### src/include/fcu_defines.vh
// constants for the control command unit
`ifndef FCU_DEFINES_VH
`define FCU_DEFINES_VH
// ----------------------------------------------------------------------------
// register offsets (byte addresses)
// ----------------------------------------------------------------------------
`define FCU_ADDR_CMD       4'h0
`define FCU_ADDR_RESULT    4'h1
`define FCU_ADDR_STATUS    4'h2
`define FCU_ADDR_CONFIG    4'h3
`define FCU_ADDR_TIMING    4'h4
`define FCU_ADDR_CYL       4'h5
// ----------------------------------------------------------------------------
// command codes (low five bits of the opcode byte)
// ----------------------------------------------------------------------------
`define FCU_OP_SPECIFY     5'h03
`define FCU_OP_DRV_STATUS  5'h04
`define FCU_OP_RECAL       5'h07
`define FCU_OP_SENSE_INT   5'h08
`define FCU_OP_SEEK        5'h0f
`define FCU_OP_VERSION     5'h10
`define FCU_OP_CONFIGURE   5'h13
`define FCU_OPB_RELATIVE   7
`define FCU_OPB_DIR        6
// ----------------------------------------------------------------------------
// field positions and reset values
// ----------------------------------------------------------------------------
`define FCU_CFG_EIS_BIT    6
`define FCU_CFG_FIFO_DISABLE_BIT_BIT  5
`define FCU_CFG_POLL_BIT   4
`define FCU_RST_EIS        1'b0
`define FCU_RST_FIFO_DISABLE_BIT      1'b1
`define FCU_RST_POLL       1'b0
`define FCU_RST_FIFO_THRESHOLD    4'h0
`define FCU_RST_PRECOMP_START_TRACK     8'h00
`define FCU_ST0_SE_BIT     5
`define FCU_ST0_TF_BIT     4
`define FCU_RECAL_MAX      8'h50
// ----------------------------------------------------------------------------
// timing: base unit is 0.25 ms at the fastest rate
// ----------------------------------------------------------------------------
`define FCU_CLK_MHZ        50
`define FCU_TICK_US        250
`define FCU_TICK_CYC       (`FCU_TICK_US * `FCU_CLK_MHZ)
`define FCU_STEP_PULSE     8'h0a
`endif

### src/hdl/fcu_control_unit.v
// control command interpreter for a floppy disk controller
`timescale 1ns/10ps
//
// Summary of operation
// - drive status answers immediately with status 3
// - head unload delay set by head_unload_time
// - step spacing set by step_rate_time
// - head load wait n*0.5ms, zero means 64ms
// - unload n*4ms, step (16-n)*0.25ms, rate scaled
// - delays follow rate only, not recording mode
// - no_dma_select one selects non-dma mode
// - dma request versus request_for_master and interrupt
// - configure optional, reset gives documented defaults
// - implied seek enable requests seek before transfer
// - fifo_disable_bit set means byte-by-byte requests
// - polling gives one interrupt, held off while head loaded
// - fifo_threshold is value plus one bytes
// - precomp_start_track coded directly 0 to 255
// - version query returns one fixed byte
// - relative seek reuses seek layout plus bits
// - direction zero steps out, one steps in
// - relative seek issues count step pulses unless an outward one reaches track zero
// - only one relative seek active at once
// - relative seek stepping out past track zero sets fault
// - present_cylinder wraps modulo 256
// - recalibrate watches track zero, 80 steps max
// - seek end raises interrupt, sense clears it
`include "fcu_defines.vh"

module fcu_control_unit #(
  parameter TICK_CYC   = `FCU_TICK_CYC,
  parameter [7:0] VERSION_BYTE = 8'h5a  // arbitrary identity value
) (
  input  wire        i_clk,
  input  wire        i_rst_n,
  input  wire        i_ce,
  input  wire [3:0]  i_addr,
  input  wire [7:0]  i_wdata,
  input  wire        i_wr,
  input  wire        i_rd,
  output reg  [7:0]  o_rdata,
  input  wire [1:0]  i_rate_sel,        // 0=2M 1=1M 2=500K 3=250K
  input  wire        i_track_zero_sense,
  input  wire        i_write_prot,
  input  wire        i_xfer_done,       // end of a read/write execution phase
  input  wire        i_xfer_need,       // data transfer wanted by datapath
  output reg         o_step,
  output reg         o_step_dir,
  output reg         o_head_load,
  output wire        o_head_ready,
  output wire        o_dma_req,
  output wire        o_request_for_master,
  output wire        o_irq,
  output wire        o_implied_seek_enable,
  output wire        o_fifo_disable_bit,
  output wire [4:0]  o_fifo_threshold_bytes,
  output wire [7:0]  o_precomp_start_track,
  output wire        o_busy
);

  // --------------------------------------------------------------------------
  // states
  // --------------------------------------------------------------------------
  localparam [5:0] S_IDLE  = 6'b000001;  // waiting for opcode
  localparam [5:0] S_PARAM = 6'b000010;  // collecting parameter bytes
  localparam [5:0] S_EXEC  = 6'b000100;  // launching the command
  localparam [5:0] S_STEP  = 6'b001000;  // step pulse high
  localparam [5:0] S_GAP   = 6'b010000;  // spacing between steps
  localparam [5:0] S_DONE  = 6'b100000;  // finishing a seek

  reg  [5:0]  state_q;                   // controller state
  reg  [7:0]  op_q;                      // opcode byte held
  reg  [1:0]  pcnt_q;                    // parameter bytes still expected
  reg  [1:0]  pidx_q;                    // parameter byte index
  reg  [7:0]  p1_q;                      // first parameter byte
  reg  [7:0]  p2_q;                      // second parameter byte
  reg  [7:0]  p3_q;                      // third parameter byte
  reg  [3:0]  srt_q;                     // step_rate_time
  reg  [3:0]  hut_q;                     // head_unload_time
  reg  [6:0]  hlt_q;                     // head_load_time
  reg         no_dma_q;                  // no_dma_select
  reg         eis_q;                     // implied_seek_enable
  reg         fifo_disable_bit_q;                   // fifo_disable_bit
  reg         poll_off_q;                // drive_status_sweep_off
  reg  [3:0]  thr_q;                     // fifo_threshold
  reg  [7:0]  precomp_start_track_q;                  // precomp_start_track
  reg  [7:0]  pcn_q;                     // present_cylinder
  reg  [7:0]  steps_q;                   // steps remaining
  reg         recal_q;                   // current seek is a recalibrate
  reg         rel_q;                     // relative seek active
  reg  [7:0]  st0_q;                     // status 0 for sense interrupt
  reg         irq_q;                     // interrupt pending
  reg         poll_done_q;               // post-reset poll interrupt given
  reg  [7:0]  res_q;                     // result byte
  reg         res_v_q;                   // result byte waiting
  reg  [15:0] tick_q;                    // prescaler to 0.25 ms ticks
  reg  [11:0] dly_q;                     // step spacing in ticks
  reg  [11:0] hld_q;                     // head load countdown
  reg  [11:0] hut_cnt_q;                 // head unload countdown
  reg  [7:0]  pw_q;                      // step pulse width cycles
  reg         xfer_q;                    // a transfer request is pending

  wire        tick = (tick_q == 16'h0000);
  wire [4:0]  opc  = op_q[4:0];
  wire        cmd_wr = i_wr && (i_addr == `FCU_ADDR_CMD);

  // --------------------------------------------------------------------------
  // data-rate scaling of delays
  // --------------------------------------------------------------------------
  // shift amount: 2M=0, 1M=1, 500K=2, 250K=3 (eight times slower)
  function [11:0] scale;
    input [11:0] v;
    input [1:0]  r;
    begin
      scale = v << r;
    end
  endfunction

  // step spacing in ticks: (16-n)
  wire [11:0] srt_ticks = scale({7'h00, (5'h10 - {1'b0, srt_q})}, i_rate_sel);
  // head load: n*0.5ms = 2n ticks, zero gives 64ms = 256 ticks
  wire [11:0] hlt_ticks = scale((hlt_q == 7'h00) ? 12'h100 :
                                {4'h0, hlt_q, 1'b0}, i_rate_sel);
  // head unload: n*4ms = 16n ticks, zero gives 256 ticks
  wire [11:0] hut_ticks = scale((hut_q == 4'h0) ? 12'h100 :
                                {4'h0, hut_q, 4'h0}, i_rate_sel);

  // parameter byte counts per command
  function [1:0] nparams;
    input [4:0] o;
    begin
      case (o)
        `FCU_OP_SPECIFY:    nparams = 2'd2;
        `FCU_OP_DRV_STATUS: nparams = 2'd1;
        `FCU_OP_RECAL:      nparams = 2'd1;
        `FCU_OP_SEEK:       nparams = 2'd2;
        `FCU_OP_CONFIGURE:  nparams = 2'd3;
        default:            nparams = 2'd0;
      endcase
    end
  endfunction

  // --------------------------------------------------------------------------
  // tick prescaler
  // --------------------------------------------------------------------------
  always @(posedge i_clk or negedge i_rst_n) begin
    if (!i_rst_n) begin
      tick_q <= 16'h0000;
    end else if (i_ce) begin
      tick_q <= tick ? TICK_CYC[15:0] - 16'h0001 : tick_q - 16'h0001;
    end
  end

  // --------------------------------------------------------------------------
  // head load and unload timers
  // --------------------------------------------------------------------------
  always @(posedge i_clk or negedge i_rst_n) begin
    if (!i_rst_n) begin
      o_head_load <= 1'b0;
      hld_q       <= 12'h000;
      hut_cnt_q   <= 12'h000;
    end else if (i_ce) begin
      if (i_xfer_need && !o_head_load) begin
        // load the head and wait before transfer starts
        o_head_load <= 1'b1;
        hld_q       <= hlt_ticks;
      end else if (tick && hld_q != 12'h000) begin
        hld_q <= hld_q - 12'h001;
      end
      if (i_xfer_done) begin
        hut_cnt_q <= hut_ticks;
      end else if (tick && hut_cnt_q != 12'h000) begin
        hut_cnt_q <= hut_cnt_q - 12'h001;
        if (hut_cnt_q == 12'h001) begin
          o_head_load <= 1'b0;
        end
      end
    end
  end

  assign o_head_ready = o_head_load && (hld_q == 12'h000);

  // --------------------------------------------------------------------------
  // transfer signalling: dma request or request_for_master plus interrupt
  // --------------------------------------------------------------------------
  always @(posedge i_clk or negedge i_rst_n) begin
    if (!i_rst_n) begin
      xfer_q <= 1'b0;
    end else if (i_ce) begin
      xfer_q <= i_xfer_need && o_head_ready;
    end
  end

  assign o_dma_req            = xfer_q && !no_dma_q;
  assign o_request_for_master = (state_q == S_IDLE) || (xfer_q && no_dma_q);
  assign o_irq                = irq_q || (xfer_q && no_dma_q);
  assign o_busy               = (state_q == S_PARAM) || res_v_q;
  assign o_implied_seek_enable  = eis_q;
  assign o_fifo_disable_bit     = fifo_disable_bit_q;
  assign o_fifo_threshold_bytes = fifo_disable_bit_q ? 5'h01 : {1'b0, thr_q} + 5'h01;
  assign o_precomp_start_track  = precomp_start_track_q;

  // --------------------------------------------------------------------------
  // command sequencer
  // --------------------------------------------------------------------------
  always @(posedge i_clk or negedge i_rst_n) begin
    if (!i_rst_n) begin
      state_q     <= S_IDLE;
      op_q        <= 8'h00;
      pcnt_q      <= 2'd0;
      pidx_q      <= 2'd0;
      p1_q        <= 8'h00;
      p2_q        <= 8'h00;
      p3_q        <= 8'h00;
      srt_q       <= 4'h0;
      hut_q       <= 4'h0;
      hlt_q       <= 7'h00;
      no_dma_q    <= 1'b0;
      eis_q       <= `FCU_RST_EIS;
      fifo_disable_bit_q     <= `FCU_RST_FIFO_DISABLE_BIT;
      poll_off_q  <= `FCU_RST_POLL;
      thr_q       <= `FCU_RST_FIFO_THRESHOLD;
      precomp_start_track_q    <= `FCU_RST_PRECOMP_START_TRACK;
      pcn_q       <= 8'h00;
      steps_q     <= 8'h00;
      recal_q     <= 1'b0;
      rel_q       <= 1'b0;
      st0_q       <= 8'h00;
      irq_q       <= 1'b0;
      poll_done_q <= 1'b0;
      res_q       <= 8'h00;
      res_v_q     <= 1'b0;
      dly_q       <= 12'h000;
      pw_q        <= 8'h00;
      o_step      <= 1'b0;
      o_step_dir  <= 1'b0;
    end else if (i_ce) begin
      // single poll interrupt after reset, held off while head loaded
      if (!poll_done_q && !poll_off_q && hut_cnt_q == 12'h000 && !o_head_load) begin
        poll_done_q <= 1'b1;
        irq_q       <= 1'b1;
        st0_q       <= 8'hc0;
      end
      // result byte is consumed by a read
      if (i_rd && i_addr == `FCU_ADDR_RESULT) begin
        res_v_q <= 1'b0;
      end
      case (state_q)
        S_IDLE: begin
          if (cmd_wr) begin
            op_q   <= i_wdata;
            pidx_q <= 2'd0;
            pcnt_q <= nparams(i_wdata[4:0]);
            state_q <= (nparams(i_wdata[4:0]) == 2'd0) ? S_EXEC : S_PARAM;
          end
        end
        S_PARAM: begin
          if (cmd_wr) begin
            case (pidx_q)
              2'd0:    p1_q <= i_wdata;
              2'd1:    p2_q <= i_wdata;
              default: p3_q <= i_wdata;
            endcase
            pidx_q <= pidx_q + 2'd1;
            if (pcnt_q == 2'd1) begin
              state_q <= S_EXEC;
            end
            pcnt_q <= pcnt_q - 2'd1;
          end
        end
        S_EXEC: begin
          state_q <= S_IDLE;
          case (opc)
            `FCU_OP_SPECIFY: begin
              srt_q    <= p1_q[7:4];
              hut_q    <= p1_q[3:0];
              hlt_q    <= p2_q[7:1];
              no_dma_q <= p2_q[0];
            end
            `FCU_OP_DRV_STATUS: begin
              // no execution phase: status 3 goes straight out
              res_q   <= {1'b0, i_write_prot, 1'b1, i_track_zero_sense,
                          1'b1, p1_q[2:0]};
              res_v_q <= 1'b1;
            end
            `FCU_OP_VERSION: begin
              res_q   <= VERSION_BYTE;
              res_v_q <= 1'b1;
            end
            `FCU_OP_CONFIGURE: begin
              eis_q      <= p2_q[`FCU_CFG_EIS_BIT];
              fifo_disable_bit_q    <= p2_q[`FCU_CFG_FIFO_DISABLE_BIT_BIT];
              poll_off_q <= p2_q[`FCU_CFG_POLL_BIT];
              thr_q      <= p2_q[3:0];
              precomp_start_track_q   <= p3_q;
            end
            `FCU_OP_SENSE_INT: begin
              res_q   <= st0_q;
              res_v_q <= 1'b1;
              irq_q   <= 1'b0;
            end
            `FCU_OP_RECAL: begin
              recal_q    <= 1'b1;
              pcn_q      <= 8'h00;
              steps_q    <= `FCU_RECAL_MAX;
              o_step_dir <= 1'b0;
              st0_q      <= {5'h00, p1_q[2:0]};
              state_q    <= i_track_zero_sense ? S_DONE : S_STEP;
              pw_q       <= `FCU_STEP_PULSE;
            end
            `FCU_OP_SEEK: begin
              recal_q <= 1'b0;
              st0_q   <= {5'h00, p1_q[2:0]};
              pw_q    <= `FCU_STEP_PULSE;
              if (op_q[`FCU_OPB_RELATIVE]) begin
                // one relative seek at a time; a second is dropped
                if (!rel_q) begin
                  rel_q      <= 1'b1;
                  o_step_dir <= op_q[`FCU_OPB_DIR];
                  steps_q    <= p2_q;
                  state_q    <= (p2_q == 8'h00) ? S_DONE : S_STEP;
                end
              end else begin
                o_step_dir <= (p2_q > pcn_q);
                steps_q    <= (p2_q > pcn_q) ? p2_q - pcn_q : pcn_q - p2_q;
                state_q    <= (p2_q == pcn_q) ? S_DONE : S_STEP;
              end
            end
            default: begin
              st0_q <= 8'h80;            // invalid command
            end
          endcase
        end
        S_STEP: begin
          // outward past track zero during relative seek faults
          if (rel_q && !o_step_dir && i_track_zero_sense) begin
            st0_q[`FCU_ST0_TF_BIT] <= 1'b1;
            st0_q[7:6]             <= 2'b01;
            state_q                <= S_DONE;
          end else begin
            o_step <= 1'b1;
            if (pw_q == 8'h00) begin
              o_step  <= 1'b0;
              steps_q <= steps_q - 8'h01;
              if (!recal_q) begin
                pcn_q <= o_step_dir ? pcn_q + 8'h01 : pcn_q - 8'h01;
              end
              // first gap may be short: counting starts mid tick
              dly_q   <= srt_ticks;
              state_q <= S_GAP;
            end else begin
              pw_q <= pw_q - 8'h01;
            end
          end
        end
        S_GAP: begin
          if (recal_q && i_track_zero_sense) begin
            state_q <= S_DONE;
          end else if (steps_q == 8'h00) begin
            if (recal_q) begin
              st0_q[`FCU_ST0_TF_BIT] <= 1'b1;
              st0_q[7:6]             <= 2'b01;
            end
            state_q <= S_DONE;
          end else if (tick) begin
            if (dly_q == 12'h001) begin
              pw_q    <= `FCU_STEP_PULSE;
              state_q <= S_STEP;
            end
            dly_q <= dly_q - 12'h001;
          end
        end
        S_DONE: begin
          st0_q[`FCU_ST0_SE_BIT] <= 1'b1;
          irq_q   <= 1'b1;
          rel_q   <= 1'b0;
          recal_q <= 1'b0;
          state_q <= S_IDLE;
        end
        default: begin
          state_q <= S_IDLE;
        end
      endcase
    end
  end

  // --------------------------------------------------------------------------
  // register read port, data one cycle after the strobe
  // --------------------------------------------------------------------------
  always @(posedge i_clk or negedge i_rst_n) begin
    if (!i_rst_n) begin
      o_rdata <= 8'h00;
    end else if (i_ce) begin
      if (i_rd) begin
        case (i_addr)
          `FCU_ADDR_RESULT: o_rdata <= res_q;
          `FCU_ADDR_STATUS: o_rdata <= {o_request_for_master, res_v_q, rel_q,
                                        irq_q, 4'h0};
          `FCU_ADDR_CONFIG: o_rdata <= {1'b0, eis_q, fifo_disable_bit_q, poll_off_q, thr_q};
          `FCU_ADDR_TIMING: o_rdata <= {srt_q, hut_q};
          `FCU_ADDR_CYL:    o_rdata <= pcn_q;
          default:          o_rdata <= 8'h00;
        endcase
      end else begin
        o_rdata <= 8'h00;
      end
    end
  end

endmodule

### config.mk
export PLATFORM = sky130hd
export DESIGN_NAME = fcu_control_unit
export DESIGN_NICKNAME = d
export VERILOG_FILES = /design/src/hdl/fcu_control_unit.v
export VERILOG_INCLUDE_DIRS = /design/src /design/src/include
export SDC_FILE = /design/constraint.sdc
export NUM_CORES = 1
export LEC_CHECK = 0
export BUFFER_PORTS_ARGS = -buffer_cell sky130_fd_sc_hd__buf_2
export CAP_MARGIN = 25
export CORE_ASPECT_RATIO = 1.4
export CORE_MARGIN = 1.5
export CORE_UTILIZATION = 46
export CTS_CLUSTER_DIAMETER = 100
export DETAILED_ROUTE_END_ITERATION = 8
export GPL_TIMING_DRIVEN = 0
export RECOVER_POWER = 100
export SLEW_MARGIN = 0
export SYNTH_ARGS = -nofsm -noshare
export SYNTH_HDL_FRONTEND = slang
export SYNTH_SLANG_ARGS = --single-unit
### constraint.sdc
create_clock -name i_clk -period 2.8 [get_ports i_clk]
set_input_delay 0.14 -clock i_clk [delete_from_list [all_inputs] [get_ports i_clk]]
set_output_delay 0.14 -clock i_clk [all_outputs]
set_load 0.01 [all_outputs]
# Word-level counts from Yosys, hierarchy flattened
# Index checks and enable logic that the tools add are counted.
# W data, S select, Z words.
# op_classes
n_reduce_logical	71
magnitude_cmp	1
n_eq_ne	49
muxes	97
bitwise	2
add_sub_neg	14
shift	3
# ops
operator	count
$mux W8	19
$mux W12	9
$mux W6	14
$pmux W8 S2	4
$pmux W8 S3	2
$pmux W8 S5	1
$sub A12 B1 Y12 const B	3
$pmux W6 S5	1
$eq A12 B1 Y1 const B	2
$logic_not A12 Y1	2
$logic_not A8 Y1	3
$ne A2 B2 Y1 const B	12
$pmux W12 S2	1
$reduce_and A4 Y1	6
$reduce_bool A12 Y1	2
$shl A9 B2 Y12	2
$sub A8 B1 Y8 const B	3
$eq A5 B3 Y1 const B	4
$mux W2	10
$mux W1	18
$mux W9	2
$reduce_and A3 Y1	6
$logic_not A16 Y1	1
$mux W16	1
51 further kinds	109
# totals
reg_bits	182
wordCells	272
out_inout_bits	31
in_bits	23

# Depth between registers and ports, before layout
# Gate-level depths: netlist (run 1).
# logic_depth
depth_word	10
ltp_mapped	12

# Worst setup path after synthesis (run 1)
# Ideal clock, no wire load.
# synth_path
path_kind	reg2reg
start	reg p2_q[5]
end	reg steps_q[3]
t_required_ns	2.666
path_buffers	2
stages_incl_launch_ff	12
setup_time_ns	0.134
t_arrival_ns	2.378
synth_period_minus_slack_ns	2.513
path_slack_ns	0.287
path_cell_list	dfrtp_1 inv_1 ha_1 clkbuf_1 nand4_1 or2_2 o31a_1 clkbuf_1 mux2i_1 a221oi_1 xor2_1 o21ai_0
# synth_via
elab_chain_cells	5
# synth_rtl
item	line_no	source
from (decl)	fcu_control_unit.v:76	reg [7:0] p2_q;
from (signal assigned)	fcu_control_unit.v:261	2'd1: p2_q <= i_wdata;
$gt A8 B8 Y1	fcu_control_unit.v:325	steps_q <= (p2_q > pcn_q) ? p2_q - pcn_q : pcn_q - p2_q;
$mux W8	fcu_control_unit.v:325	
$mux W8	fcu_control_unit.v:315	if (op_q[`FCU_OPB_RELATIVE]) begin
$pmux W8 S2	fcu_control_unit.v:273	case (opc)
$pmux W8 S2	fcu_control_unit.v:248	case (state_q)
to (signal assigned)	fcu_control_unit.v:320	steps_q <= p2_q;
to (signal assigned)	fcu_control_unit.v:325	
to (signal assigned)	fcu_control_unit.v:344	steps_q <= steps_q - 8'h01;
to (decl)	fcu_control_unit.v:88	reg [7:0] steps_q;
# No other way between the ends.
# A chain may end at the register's enable or synchronous reset.

# Final worst setup path (run 1)
# layout_path
start	reg p2_q[0]
end	reg steps_q[3]
# layout_via
elab_chain_cells	5
# layout_rtl
item	line_no
$sub A8 B8 Y8 or $gt A8 B8 Y1 (tied branches)	fcu_control_unit.v:325
$mux W8 *	fcu_control_unit.v:325
$mux W8 *	fcu_control_unit.v:315
$pmux W8 S2 *	fcu_control_unit.v:273
$pmux W8 S2 *	fcu_control_unit.v:248
# Mark *: on every way between the ends. The rest lies on a longest branch, timed or not.

==> summary.txt, run 1 <==
Final layout
  • Antenna cells: 0
  • Net count, final: 1294
  • Share of post-route cells with drive strength above 1: 15.3%
  • Final-layout fill cell count: 2164
  • Register area: 4540 µm²
  • Area occupied by multi-input gates: 5760 µm²
  • Layout overhead on the synthesized area: 14.3%

Run status
  • Violations in the final reports: capacitance limit, slew limit
  • Run status: complete, but fails checks

Timing
  • Final setup skew: 13.1 ps
  • Final number of hold-violating endpoints: 0
  • Count of endpoints failing setup in the final report: 0
  • Highest Clock Rate: 367 MHz
  • Tcrit/Tclk final: 97.4%
  • Shortest period the worst path allows: 2730 ps
  • Minimum hold slack: 15.5 ps
  • Transition at the pin with the smallest max-transition slack: 1710 ps
  • Worst slew margin relative to its limit: -14.3%
  • Sum of negative setup slack: 0 ps
  • Final number of max-transition violations: 64

Flow run
  • Max cap viols: 1

Power and ir drop
  • PwrDens: 612 nW/µm²
  • Maximum resistive drop on vdd: 0.000439 V
  • P_leak: 5.31 nW

Critical path
  • Launching element of the worst setup path: p2_q[0]
  • Nature of the critical path startpoint: flop
  • WP depth: 12
  • Largest delay share family, worst path: compound AO/OA/AOI/OAI gates
  • Capturing element type of the critical path: flop
  • Critical Path Fanout Max: 10
  • Count of cells along the worst register-to-register path: 12
  • Crit path largest cell delay: 430 ps
  • Series of cell instances along the critical path: inv_2, ha_1, inv_1, fa_1, nand3_1, a21oi_1, o31a_1, buf_4, mux2i_1, a221oi_2, xor2_1, o21ai_1
  • Crit path required time: 3110 ps
  • Worst-case register-to-register setup slack: 70 ps
  • Buffer and inverter count on the worst path: 3
  • Critical register-to-register path endpoint: steps_q[3]
  • Worst R2R Start: p2_q[0]
  • Capturing element of the worst setup path: steps_q[3]
  • CP Data Arrival Time: 3030 ps
  • Cell with the largest stage delay on the worst path: sky130_fd_sc_hd__dfrtp_2
  • Kind of critical path: flop to flop

Drt
  • Vias per cell: 5.92
  • DR iter-0 viols: 591
  • Final ANT Viol Nets: 0
  • Drt total wl: 30900 µm
  • Number of iterations in the first detailed-routing pass: 5
  • Routed vias: 9150
  • DRC: 0
  • Average wire length per cell after detail routing: 20.0 µm

Place
  • Detailed placement HPWL: 22500 µm
  • Number of I/O port buffers: 51
  • Final weighted congestion in routability-driven placement: 0.908

Clocking
  • H-tree level count: 4
  • Clock sink count: 181
  • Number of clock buffers inserted by TritonCTS: 17
  • TritonCTS clock tree: done
  • CTS clock-pin slew for the worst setup and hold paths: 70 ps
  • Clock insertion delay at the later pin of the skew report: 440 ps
  • Number of buffers on the longest clock path: 2
  • Root buf cell: sky130_fd_sc_hd__clkbuf_16

Global route
  • Initial antenna violation count: 0
  • First-pass GRT wire length: 49000 µm
  • Congestion Overflow GR: 0
  • Maximum number of pins on one net before global-route repair: 119
  • Via count of the first global-routing pass: 8867
  • Total Routing Usage GR: 26.4%

Synth
  • Synth warnings: 0
  • Syn avg cell area: 9.26 µm²
  • Number of standard cells after synthesis: 1143
  • Post-synth top area cell: sky130_fd_sc_hd__dfrtp_1
  • Count of flip-flops with a built-in enable after synthesis: 0
  • Flops & latches, synth: 181
  • Fraction of synthesized cell area taken by the top area cell type: 42.3%
  • Leading post-synthesis cells by cell area: sky130_fd_sc_hd__dfrtp_1 42%, sky130_fd_sc_hd__mux2_2 6.5%, sky130_fd_sc_hd__o21ai_0 4.7%, sky130_fd_sc_hd__ha_1 4.3%, sky130_fd_sc_hd__nor2_1 3.8%
  • Number of distinct library cells after synthesis: 80
  • Area of the mapped netlist: 10600 µm²
  • Dominant register cell in the synthesized netlist: sky130_fd_sc_hd__dfrtp_1
  • Register area share after synthesis: 42.8%
  • Fraction of registers with async set/reset: 100%
  • Net count after synthesis: 1205

Floorplan
  • Placement row count: 65
  • Die boundary width: 131 µm
  • Die H: 182 µm
  • Starting density of the core: 47.0%
  • Standard cell core area: 22500 µm²
  • Count of boundary I/O pins: 54
  • Area of the die: 23900 µm²

Hold path
  • Type of the tightest min-delay check: primary input to flop
[routing by layer]
layer	part of all wire [%]	GRT usage [%]	up-vias
li1	-	-	4378
met1	40	31.6	4453
met2	51	46.3	256
met3	4.1	3.22	63
met4	4.8	14.2	0
met5	0	0	-
[sequential cells by signal, summed over array words and instances (netlist names), 12 cells and up]
signal,count
hld_q,12
dly_q,12
hut_cnt_q,12
tick_q,16
[kinds of logic (layout without fill, tap and decap cells)]
family                     after synthesis  count (layout)  synth area share [%]
AOI/OAI and AO/OA                      326             326                  19.8
and+or+nand+nor                        393             393                  18.6
buffers and inverters                  101             203                  3.79
adders and majority gates               39              39                  4.82
xor gates and xnor gates                22              22                  1.82
muxes                                   81              81                  8.38
DFF                                    181             181                  42.8
[how the worst min path moves through the flow]
stage | startpoint | to | slack (ps) | cells after the start
after global placement | i_wdata[5] | p2_q[5] | 420 | 2
after detailed placement | i_rst_n | dly_q[2] | 130 | 1
after global routing | i_wdata[7] | p3_q[7] | 10 | 2
after floorplan | i_rst_n | dly_q[0] | -160 | 0
final | i_wdata[7] | p3_q[7] | 20 | 2
after CTS | i_rd | res_v_q | 2 | 4
[power breakdown]
group | switching, W | leakage [nW] | internal [W]
Sequential | 0.000305 | 2.38 | 0.00295
Clock | 0.00111 | 0.297 | 0.00145
Combinational | 0.000988 | 2.63 | 0.000611
Total | 0.00240 | 5.31 | 0.00502
[cell type report]
class | count | area share [%]
multi-input cells | 861 | 47.6
flip-flops and latches | 181 | 37.5
clock buffers | 21 | 3.72
repair buffers | 73 | 3.39
well taps | 301 | 3.11
plain buffers | 49 | 1.81
inverters | 49 | 1.52
clock inverters | 11 | 1.35
[layout by cell type (no fill, tap or decap), types with 18 or more instances in the layout]
cell type                  synthesis  routed
sky130_fd_sc_hd__buf_2             3      24
sky130_fd_sc_hd__nor3_1           43      41
sky130_fd_sc_hd__clkbuf_1         44      68
sky130_fd_sc_hd__inv_1            49      48
sky130_fd_sc_hd__ha_1             36      31
sky130_fd_sc_hd__o21ai_0          99      96
sky130_fd_sc_hd__mux2i_1          20      20
sky130_fd_sc_hd__mux2_2           61      61
sky130_fd_sc_hd__buf_4             1      18
sky130_fd_sc_hd__nand3_1          23      21
sky130_fd_sc_hd__nor2_1          107     105
sky130_fd_sc_hd__dfrtp_1         179     170
sky130_fd_sc_hd__nand2_1         104     104
sky130_fd_sc_hd__a21oi_1          72      71
[synth_stat cells (5+ instances only)]
library cell,instances
sky130_fd_sc_hd__nor4_1,18
sky130_fd_sc_hd__nand3b_1,5
sky130_fd_sc_hd__a31oi_1,16
sky130_fd_sc_hd__or3_1,15
sky130_fd_sc_hd__a222oi_1,5
sky130_fd_sc_hd__dfrtp_1,179
sky130_fd_sc_hd__a22oi_1,8
sky130_fd_sc_hd__a21oi_1,72
sky130_fd_sc_hd__o21a_1,12
sky130_fd_sc_hd__xor2_1,11
sky130_fd_sc_hd__a211oi_1,5
sky130_fd_sc_hd__nand3_1,23
sky130_fd_sc_hd__clkbuf_1,44
sky130_fd_sc_hd__nand2_1,104
sky130_fd_sc_hd__a21o_1,14
sky130_fd_sc_hd__inv_1,49
sky130_fd_sc_hd__mux2i_1,20
sky130_fd_sc_hd__or4_1,6
sky130_fd_sc_hd__a22o_1,8
sky130_fd_sc_hd__o41ai_1,8
sky130_fd_sc_hd__nand4_1,8
sky130_fd_sc_hd__o211ai_1,6
sky130_fd_sc_hd__nor2b_1,9
sky130_fd_sc_hd__and3_1,7
sky130_fd_sc_hd__a41oi_1,5
sky130_fd_sc_hd__o21ai_0,99
sky130_fd_sc_hd__o31ai_1,10
sky130_fd_sc_hd__xnor2_1,11
sky130_fd_sc_hd__nor2_1,107
sky130_fd_sc_hd__nor3b_1,5
sky130_fd_sc_hd__o2bb2ai_1,6
sky130_fd_sc_hd__nand2b_1,13
sky130_fd_sc_hd__mux2_2,61
sky130_fd_sc_hd__nor3_1,43
sky130_fd_sc_hd__o22ai_1,10
sky130_fd_sc_hd__ha_1,36
sky130_fd_sc_hd__a221oi_1,6
sky130_fd_sc_hd__and2_1,6
[worst reg2reg max path, stage by stage, from the launching register on]
cell	delay, ps
sky130_fd_sc_hd__dfrtp_2	430
sky130_fd_sc_hd__inv_2	90
sky130_fd_sc_hd__ha_1	170
sky130_fd_sc_hd__inv_1	70
sky130_fd_sc_hd__fa_1	380
sky130_fd_sc_hd__nand3_1	100
sky130_fd_sc_hd__a21oi_1	70
sky130_fd_sc_hd__o31a_1	320
sky130_fd_sc_hd__buf_4	190
sky130_fd_sc_hd__mux2i_1	150
sky130_fd_sc_hd__a221oi_2	280
sky130_fd_sc_hd__xor2_1	250
sky130_fd_sc_hd__o21ai_1	100
[stage by stage]
stage	total power, W	instance area [µm²]	utilization (%)	setup slack [ps]	instances
6_report	0.00741	12100	53.7	73.5	1546
4_1_cts	0.00744	12100	53.5	0.709	1543
2_1_floorplan	0.00432	10600	-	287	1143
5_1_grt	0.00780	12100	53.7	-26.1	1546
3_3_place_gp	0.00479	11200	49.8	-1510	1495
3_5_place_dp	0.00483	11300	50.0	-589	1496
[repair_timing]
item	in CTS	in global routing
pin swaps	5	2
resized for setup	23	35
hold buffers	4	0
setup endpoints to repair	78	95
setup buffers	13	4
endpoints found under the hold margin	70	0
No activity file was read; power rests on OpenSTA's default activity.
==> run 2: changes to the inputs <==
- CORE_MARGIN: 1.5 -> not set
- CTS_BUF_LIST: not set -> sky130_fd_sc_hd__clkbuf_16
==> summary.txt, run 2 (synthesized netlist as in run 1, its figures left out) <==
Run status
  • Run status: complete, but fails checks
  • Violations in the final reports: capacitance limit, slew limit, setup timing

Final layout
  • Final non-filler cell total: 1538 (-0.52%)
  • Layout Utilization: 53.1% (-0.61 points)
  • Most frequent standard cell in the layout excluding fill and tap cells: sky130_fd_sc_hd__dfrtp_1
  • Share of post-route cells with drive strength above 1: 14.3% (-1.0 points)
  • Area occupied by multi-input gates: 5730 µm² (-0.46%)
  • Final standard cell area without fillers: 12000 µm² (-1.1%)
  • Reg with most FFs: tick_q
  • Register area: 4540 µm² (unchanged)
  • Final-layout fill cell count: 2103 (-2.8%)
  • Net count, final: 1287 (-0.54%)
  • Number of flip-flops in the largest register: 16 (unchanged)
  • Antenna cells: 0 (unchanged)
  • Layout overhead on the synthesized area: 13.0%
  • Commonest cells after routing, fill and taps aside: 170 x sky130_fd_sc_hd__dfrtp_1, 104 x sky130_fd_sc_hd__nand2_1, 104 x sky130_fd_sc_hd__nor2_1

Timing
  • Tcrit/Tclk final: 102% (+5.0 points)
  • Highest Clock Rate: 349 MHz (-4.9%)
  • Shortest period the worst path allows: 2870 ps (+141 ps)
  • Final setup skew: 13.8 ps (+0.728 ps)
  • Transition at the pin with the smallest max-transition slack: 1800 ps (+85.4 ps)
  • Worst slew margin relative to its limit: -20.0% (-5.7 points)
  • Setup WS post-layout: -67.4 ps (-141 ps)
  • Count of endpoints failing setup in the final report: 7 (+7)
  • Setup repair after global routing missed its margin: true
  • Final number of hold-violating endpoints: 0 (unchanged)
  • Final number of max-transition violations: 70 (+9.4%)

Place
  • Final weighted congestion in routability-driven placement: 0.904 (-0.44%)
  • Placed Cells: 1496 (unchanged)
  • Number of I/O port buffers: 51 (unchanged)
  • Worst setup slack before clock tree synthesis: -548 ps (+41.0 ps)
  • Detailed placement HPWL: 22500 µm (-0.20%)
  • Post-place instance area: 11300 µm² (unchanged)

Drt
  • Drt total wl: 30400 µm (-1.5%)
  • DR iter-0 viols: 586 (-0.85%)
  • Final ANT Viol Nets: 0 (unchanged)
  • Vias per cell: 5.88 (-0.59%)
  • Average wire length per cell after detail routing: 19.8 µm (-1.0%)
  • Routed vias: 9049 (-1.1%)
  • Number of iterations in the first detailed-routing pass: 6 (+1)
  • DRC: 0 (unchanged)

Floorplan
  • Area of the die: 23600 µm² (-1.3%)
  • Standard cell core area: 22500 µm² (unchanged)
  • Count of boundary I/O pins: 54 (unchanged)
  • Die boundary width: 130 µm (-0.76%)
  • Die H: 181 µm (-0.55%)
  • Placement row count: 65 (unchanged)
  • Starting density of the core: 47.0% (unchanged)

Clocking
  • H-tree level count: 4 (unchanged)
  • Root buf cell: sky130_fd_sc_hd__clkbuf_16
  • Number of clock buffers inserted by TritonCTS: 17 (unchanged)
  • Number of buffers on the longest clock path: 2 (unchanged)
  • Clock sink count: 181 (unchanged)
  • TritonCTS clock tree: done
  • CTS clock-pin slew for the worst setup and hold paths: 70 ps (about the same)
  • Clock insertion delay at the later pin of the skew report: 440 ps (about the same)

Critical path
  • Kind of critical path: flop to flop
  • Critical Path Fanout Max: 8 (-2)
  • CP Data Arrival Time: 3190 ps (+160 ps)
  • Crit path required time: 3120 ps (about the same)
  • Nature of the critical path startpoint: flop
  • Series of cell instances along the critical path: buf_2, or4_1, nor3b_4, clkbuf_1, a21o_1, o2111ai_1, o41ai_1
  • Capturing element type of the critical path: flop
  • Crit path largest cell delay: 620 ps (+190 ps)
  • Cell with the largest stage delay on the worst path: sky130_fd_sc_hd__or4_1

Power and ir drop
  • P_leak: 5.24 nW (-1.3%)
  • Maximum resistive drop on vdd: 0.000430 V (-2.0%)
  • Post-layout power: 0.00716 W (-3.5%)
  • PwrDens: 598 nW/µm² (-2.4%)

Global route
  • Total Routing Usage GR: 27.2% (+0.79 points)
  • Maximum number of pins on one net before global-route repair: 113 (-5.0%)
  • Via count of the first global-routing pass: 8873 (+0.068%)
  • Congestion Overflow GR: 0 (unchanged)
  • Initial antenna violation count: 0 (unchanged)
  • First-pass GRT wire length: 48600 µm (-0.80%)

Hold path
  • Type of the tightest min-delay check: primary input to flop

Flow run
  • Max cap viols: 1 (unchanged)
run 2: repair_timing:
action / in CTS / in global routing
endpoints found under the hold margin: 74 / 0
setup endpoints to repair: 75 / 90
setup buffers: 8 / 1
resized for setup: 22 / 32
cloned: 0 / 0
pin swaps: 4 / 2
hold buffers: 4 / 0
run 2: worst max-delay path, delay by kind of cell (launching register included):
| family | cells | cell delay (ps) |
|---|---|---|
| buf+inv | 2 | 480 |
| simple gates | 2 | 950 |
| flops | 1 | 360 |
| compound gates | 3 | 960 |
run 2: per-layer routing:
| layer | up-vias | GRT usage [%] | wire length (µm) |
|---|---|---|---|
| li1 | 4354 | - | - |
| met5 | - | 0 | 0 |
| met4 | 0 | 14.9 | 1530 |
| met2 | 240 | 45.4 | 15200 |
| met3 | 68 | 3.06 | 1080 |
| met1 | 4387 | 33.8 | 12600 |
run 2: where the power goes:
group,internal [W],switching (W)
clock,0.00123,0.00108
sequential,0.00295,0.000302
combinational,0.000601,0.000985
total,0.00479,0.00237
run 2: final timing paths:
check / cells after the start / from / end / slack, ps
max reg2reg: 7 / state_q[0] / pcn_q[2] / -70
min reg2reg: 2 / res_q[7] / res_q[7] / 480
max in group asynchronous: 3 / i_rst_n / p2_q[4] / 720
max: 7 / state_q[0] / pcn_q[2] / -70
min: 2 / i_wdata[7] / p3_q[7] / 30
min in group asynchronous: 2 / i_rst_n / dly_q[2] / 740
run 2: cell type report:
class	count	share of cell area, %
Timing Repair Buffer	66	3.07
Sequential cell	181	38.0
Tap cell	301	3.15
Multi-Input combinational cell	861	47.9
Clock inverter	14	1.09
Inverter	49	1.54
Clock buffer	17	3.55
Buffer	49	1.75
run 2: through the flow:
stage               hold slack (ps)  setup TNS [ps]
floorplan                      -156               0
global placement                426         -272040
detailed placement              159           -8400
CTS                            9.61               0
global route                   20.4           -2690
finish                         25.2            -179
==> run 3: changes to the inputs <==
- BUFFER_PORTS_ARGS: -buffer_cell sky130_fd_sc_hd__buf_2 -> not set
- DONT_BUFFER_PORTS: not set -> 1
==> summary.txt, run 3 (synthesized netlist as in run 1, its figures left out) <==
Drt
  • Met1 wire length: 12100 µm (-4.1%)
  • DRC: 0 (unchanged)
  • Routed vias: 9029 (-0.22%)
  • Vias per cell: 6.02 (+2.4%)
  • Final ANT Viol Nets: 0 (unchanged)
  • Met3 Wirelength: 1380 µm (+28%)
  • Average wire length per cell after detail routing: 20.4 µm (+3.2%)
  • DR WL met2: 15600 µm (+2.1%)
  • Drt total wl: 30600 µm (+0.61%)
  • Number of iterations in the first detailed-routing pass: 5 (-1)
  • DR iter-0 viols: 628 (+7.2%)
  • Max layer used: met4

Place
  • Post-place instance area: 11000 µm² (-2.6%)
  • Detailed placement HPWL: 22200 µm (-1.1%)
  • Number of I/O port buffers: 0 (-100%)
  • Final weighted congestion in routability-driven placement: 0.901 (-0.38%)

Clocking
  • Number of buffers on the longest clock path: 2 (unchanged)
  • Clock sink count: 181 (unchanged)
  • Number of clock buffers inserted by TritonCTS: 17 (unchanged)
  • TritonCTS clock tree: done
  • H-tree level count: 4 (unchanged)
  • CTS clock-pin slew for the worst setup and hold paths: 70 ps (about the same)
  • Hold-fix buffers, CTS: 12 (+8)
  • Root buf cell: sky130_fd_sc_hd__clkbuf_16
  • Clock insertion delay at the later pin of the skew report: 440 ps (about the same)

Timing
  • Minimum hold slack: -599 ps (-625 ps)
  • Final setup skew: 9.89 ps (-3.90 ps)
  • Worst slew margin relative to its limit: 32.1% (+52 points)
  • Highest Clock Rate: 366 MHz (+4.8%)
  • Final number of hold-violating endpoints: 181 (+181)
  • Shortest period the worst path allows: 2740 ps (-132 ps)
  • Count of endpoints failing setup in the final report: 0 (-7)
  • Final number of max-transition violations: 0 (-100%)
  • Tcrit/Tclk final: 97.7% (-4.7 points)
  • Transition at the pin with the smallest max-transition slack: 1010 ps (-789 ps)

Critical path
  • Kind of critical path: flop to flop
  • Crit path largest cell delay: 510 ps (-110 ps)
  • WP depth: 8 (+1)
  • Largest delay share family, worst path: simple AND/OR/NAND/NOR gates
  • CP Data Arrival Time: 3060 ps (-130 ps)
  • Nature of the critical path startpoint: flop
  • Count of cells along the worst register-to-register path: 8 (+1)
  • Cell with the largest stage delay on the worst path: sky130_fd_sc_hd__or4_4
  • Critical Path Fanout Max: 10 (+2)
  • Capturing element type of the critical path: flop
  • Series of cell instances along the critical path: clkbuf_1, or4_4, nor3b_4, nand2_1, nor3b_1, buf_4, buf_6, mux2_2
  • Crit path required time: 3120 ps (about the same)
  • Buffer and inverter count on the worst path: 3 (+1)

Final layout
  • Most frequent standard cell in the layout excluding fill and tap cells: sky130_fd_sc_hd__dfrtp_1
  • Final standard cell area without fillers: 11900 µm² (-0.54%)
  • Commonest cells after routing, fill and taps aside: 170 x sky130_fd_sc_hd__dfrtp_1, 106 x sky130_fd_sc_hd__nor2_1, 104 x sky130_fd_sc_hd__nand2_1
  • Reg with most FFs: tick_q
  • Number of flip-flops in the largest register: 16 (unchanged)
  • Final-layout fill cell count: 2124 (+1.0%)
  • Layout overhead on the synthesized area: 12.4%
  • Share of post-route cells with drive strength above 1: 13.7% (-0.61 points)
  • Net count, final: 1248 (-3.0%)

Floorplan
  • Count of boundary I/O pins: 54 (unchanged)
  • Standard cell core area: 22500 µm² (unchanged)
  • Die H: 181 µm (unchanged)
  • Die boundary width: 130 µm (unchanged)
  • Placement row count: 65 (unchanged)
  • Area of the die: 23600 µm² (unchanged)
  • Starting density of the core: 47.0% (unchanged)

Hold path
  • Type of the tightest min-delay check: primary input to async pin

Global route
  • Via count of the first global-routing pass: 8902 (+0.33%)
  • Maximum number of pins on one net before global-route repair: 182 (+61%)
  • Initial antenna violation count: 1 (+1)
  • Total Routing Usage GR: 27.2% (+0.069 points)
  • First-pass GRT wire length: 48900 µm (+0.51%)
  • Congestion Overflow GR: 0 (unchanged)

Run status
  • Violations in the final reports: hold timing
  • Run status: complete, but fails checks

Power and ir drop
  • Maximum resistive drop on vdd: 0.000463 V (+7.7%)
  • P_leak: 5.18 nW (-1.2%)
  • Post-layout power: 0.00711 W (-0.65%)
  • PwrDens: 597 nW/µm² (-0.11%)

Flow run
  • Max cap viols: 0 (-1)
[run 3: cell types whose count changed in the layout (fill, tap and decap cells not counted), sizes merged]
cell         delta
buf            -14
diode           +1
clkinv          -1
dlygate4sd3     +8
clkbuf         -33
[run 3: layout make-up]
cell class	instances	area, µm²	share of cell area [%]
sequential	181	4540	38.2
clock buffer	17	425	3.57
tap	301	377	3.16
buffer	49	223	1.87
multi-input combinational	861	5800	48.7
antenna	1	2.50	0.0210
clock inverter	13	123	1.03
inverter	49	184	1.55
timing repair buffer	27	225	1.89
[run 3: per-stage QoR]
stage	hold WS, ps	util [%]	setup TNS [ps]	cells	setup WS (ps)
final	-599	52.8	0	1499	64.9
after global routing	-614	52.8	-10.8	1498	-8.26
after CTS	-617	52.2	0	1491	0.266
after detailed placement	-143	48.7	-8110	1444	-554
after global placement	-144	48.7	-8820	1444	-563
after floorplan	-156	-	0	1143	287
[run 3: final timing paths]
check                           start                  to  slack (ps)
min reg2reg                  st0_q[5]            st0_q[5]         490
min in group i_clk         i_wdata[4]           pcnt_q[0]          30
max                        state_q[4]            hut_q[1]          60
max reg2reg                state_q[4]            hut_q[1]          60
max in group asynchronous     i_rst_n  o_fifo_disable_bit        3060
min                           i_rst_n            hld_q[4]        -600
[run 3: report_power, final]
part,leakage (nW),internal (W),total (W),switching [W]
clock,0.271,0.00123,0.00231,0.00108
sequential,2.38,0.00295,0.00326,0.000307
combinational,2.53,0.000616,0.00154,0.000929
[run 3: worst reg2reg max path: stages (launching register included)]
cell and delay, ps:
sky130_fd_sc_hd__dfrtp_1 360, sky130_fd_sc_hd__clkbuf_1 220, sky130_fd_sc_hd__or4_4 510, sky130_fd_sc_hd__nor3b_4 330
sky130_fd_sc_hd__nand2_1 190, sky130_fd_sc_hd__nor3b_1 270, sky130_fd_sc_hd__buf_4 240, sky130_fd_sc_hd__buf_6 170
sky130_fd_sc_hd__mux2_2 340
[run 3: routing by layer]
metal	global-route usage, %	vias to the layer above
li1	-	4290
met1	32.9	4426
met2	45.3	245
met3	4.39	68
met4	15.9	0
met5	0	-
[run 3: what timing repair did]
action | in CTS | in global routing
gates resized for setup | 23 | 38
setup endpoints to repair | 62 | 95
cloned | 0 | 0
setup buffers | 7 | 7
hold endpoints to repair | 221 | 181
pin swaps | 4 | 7
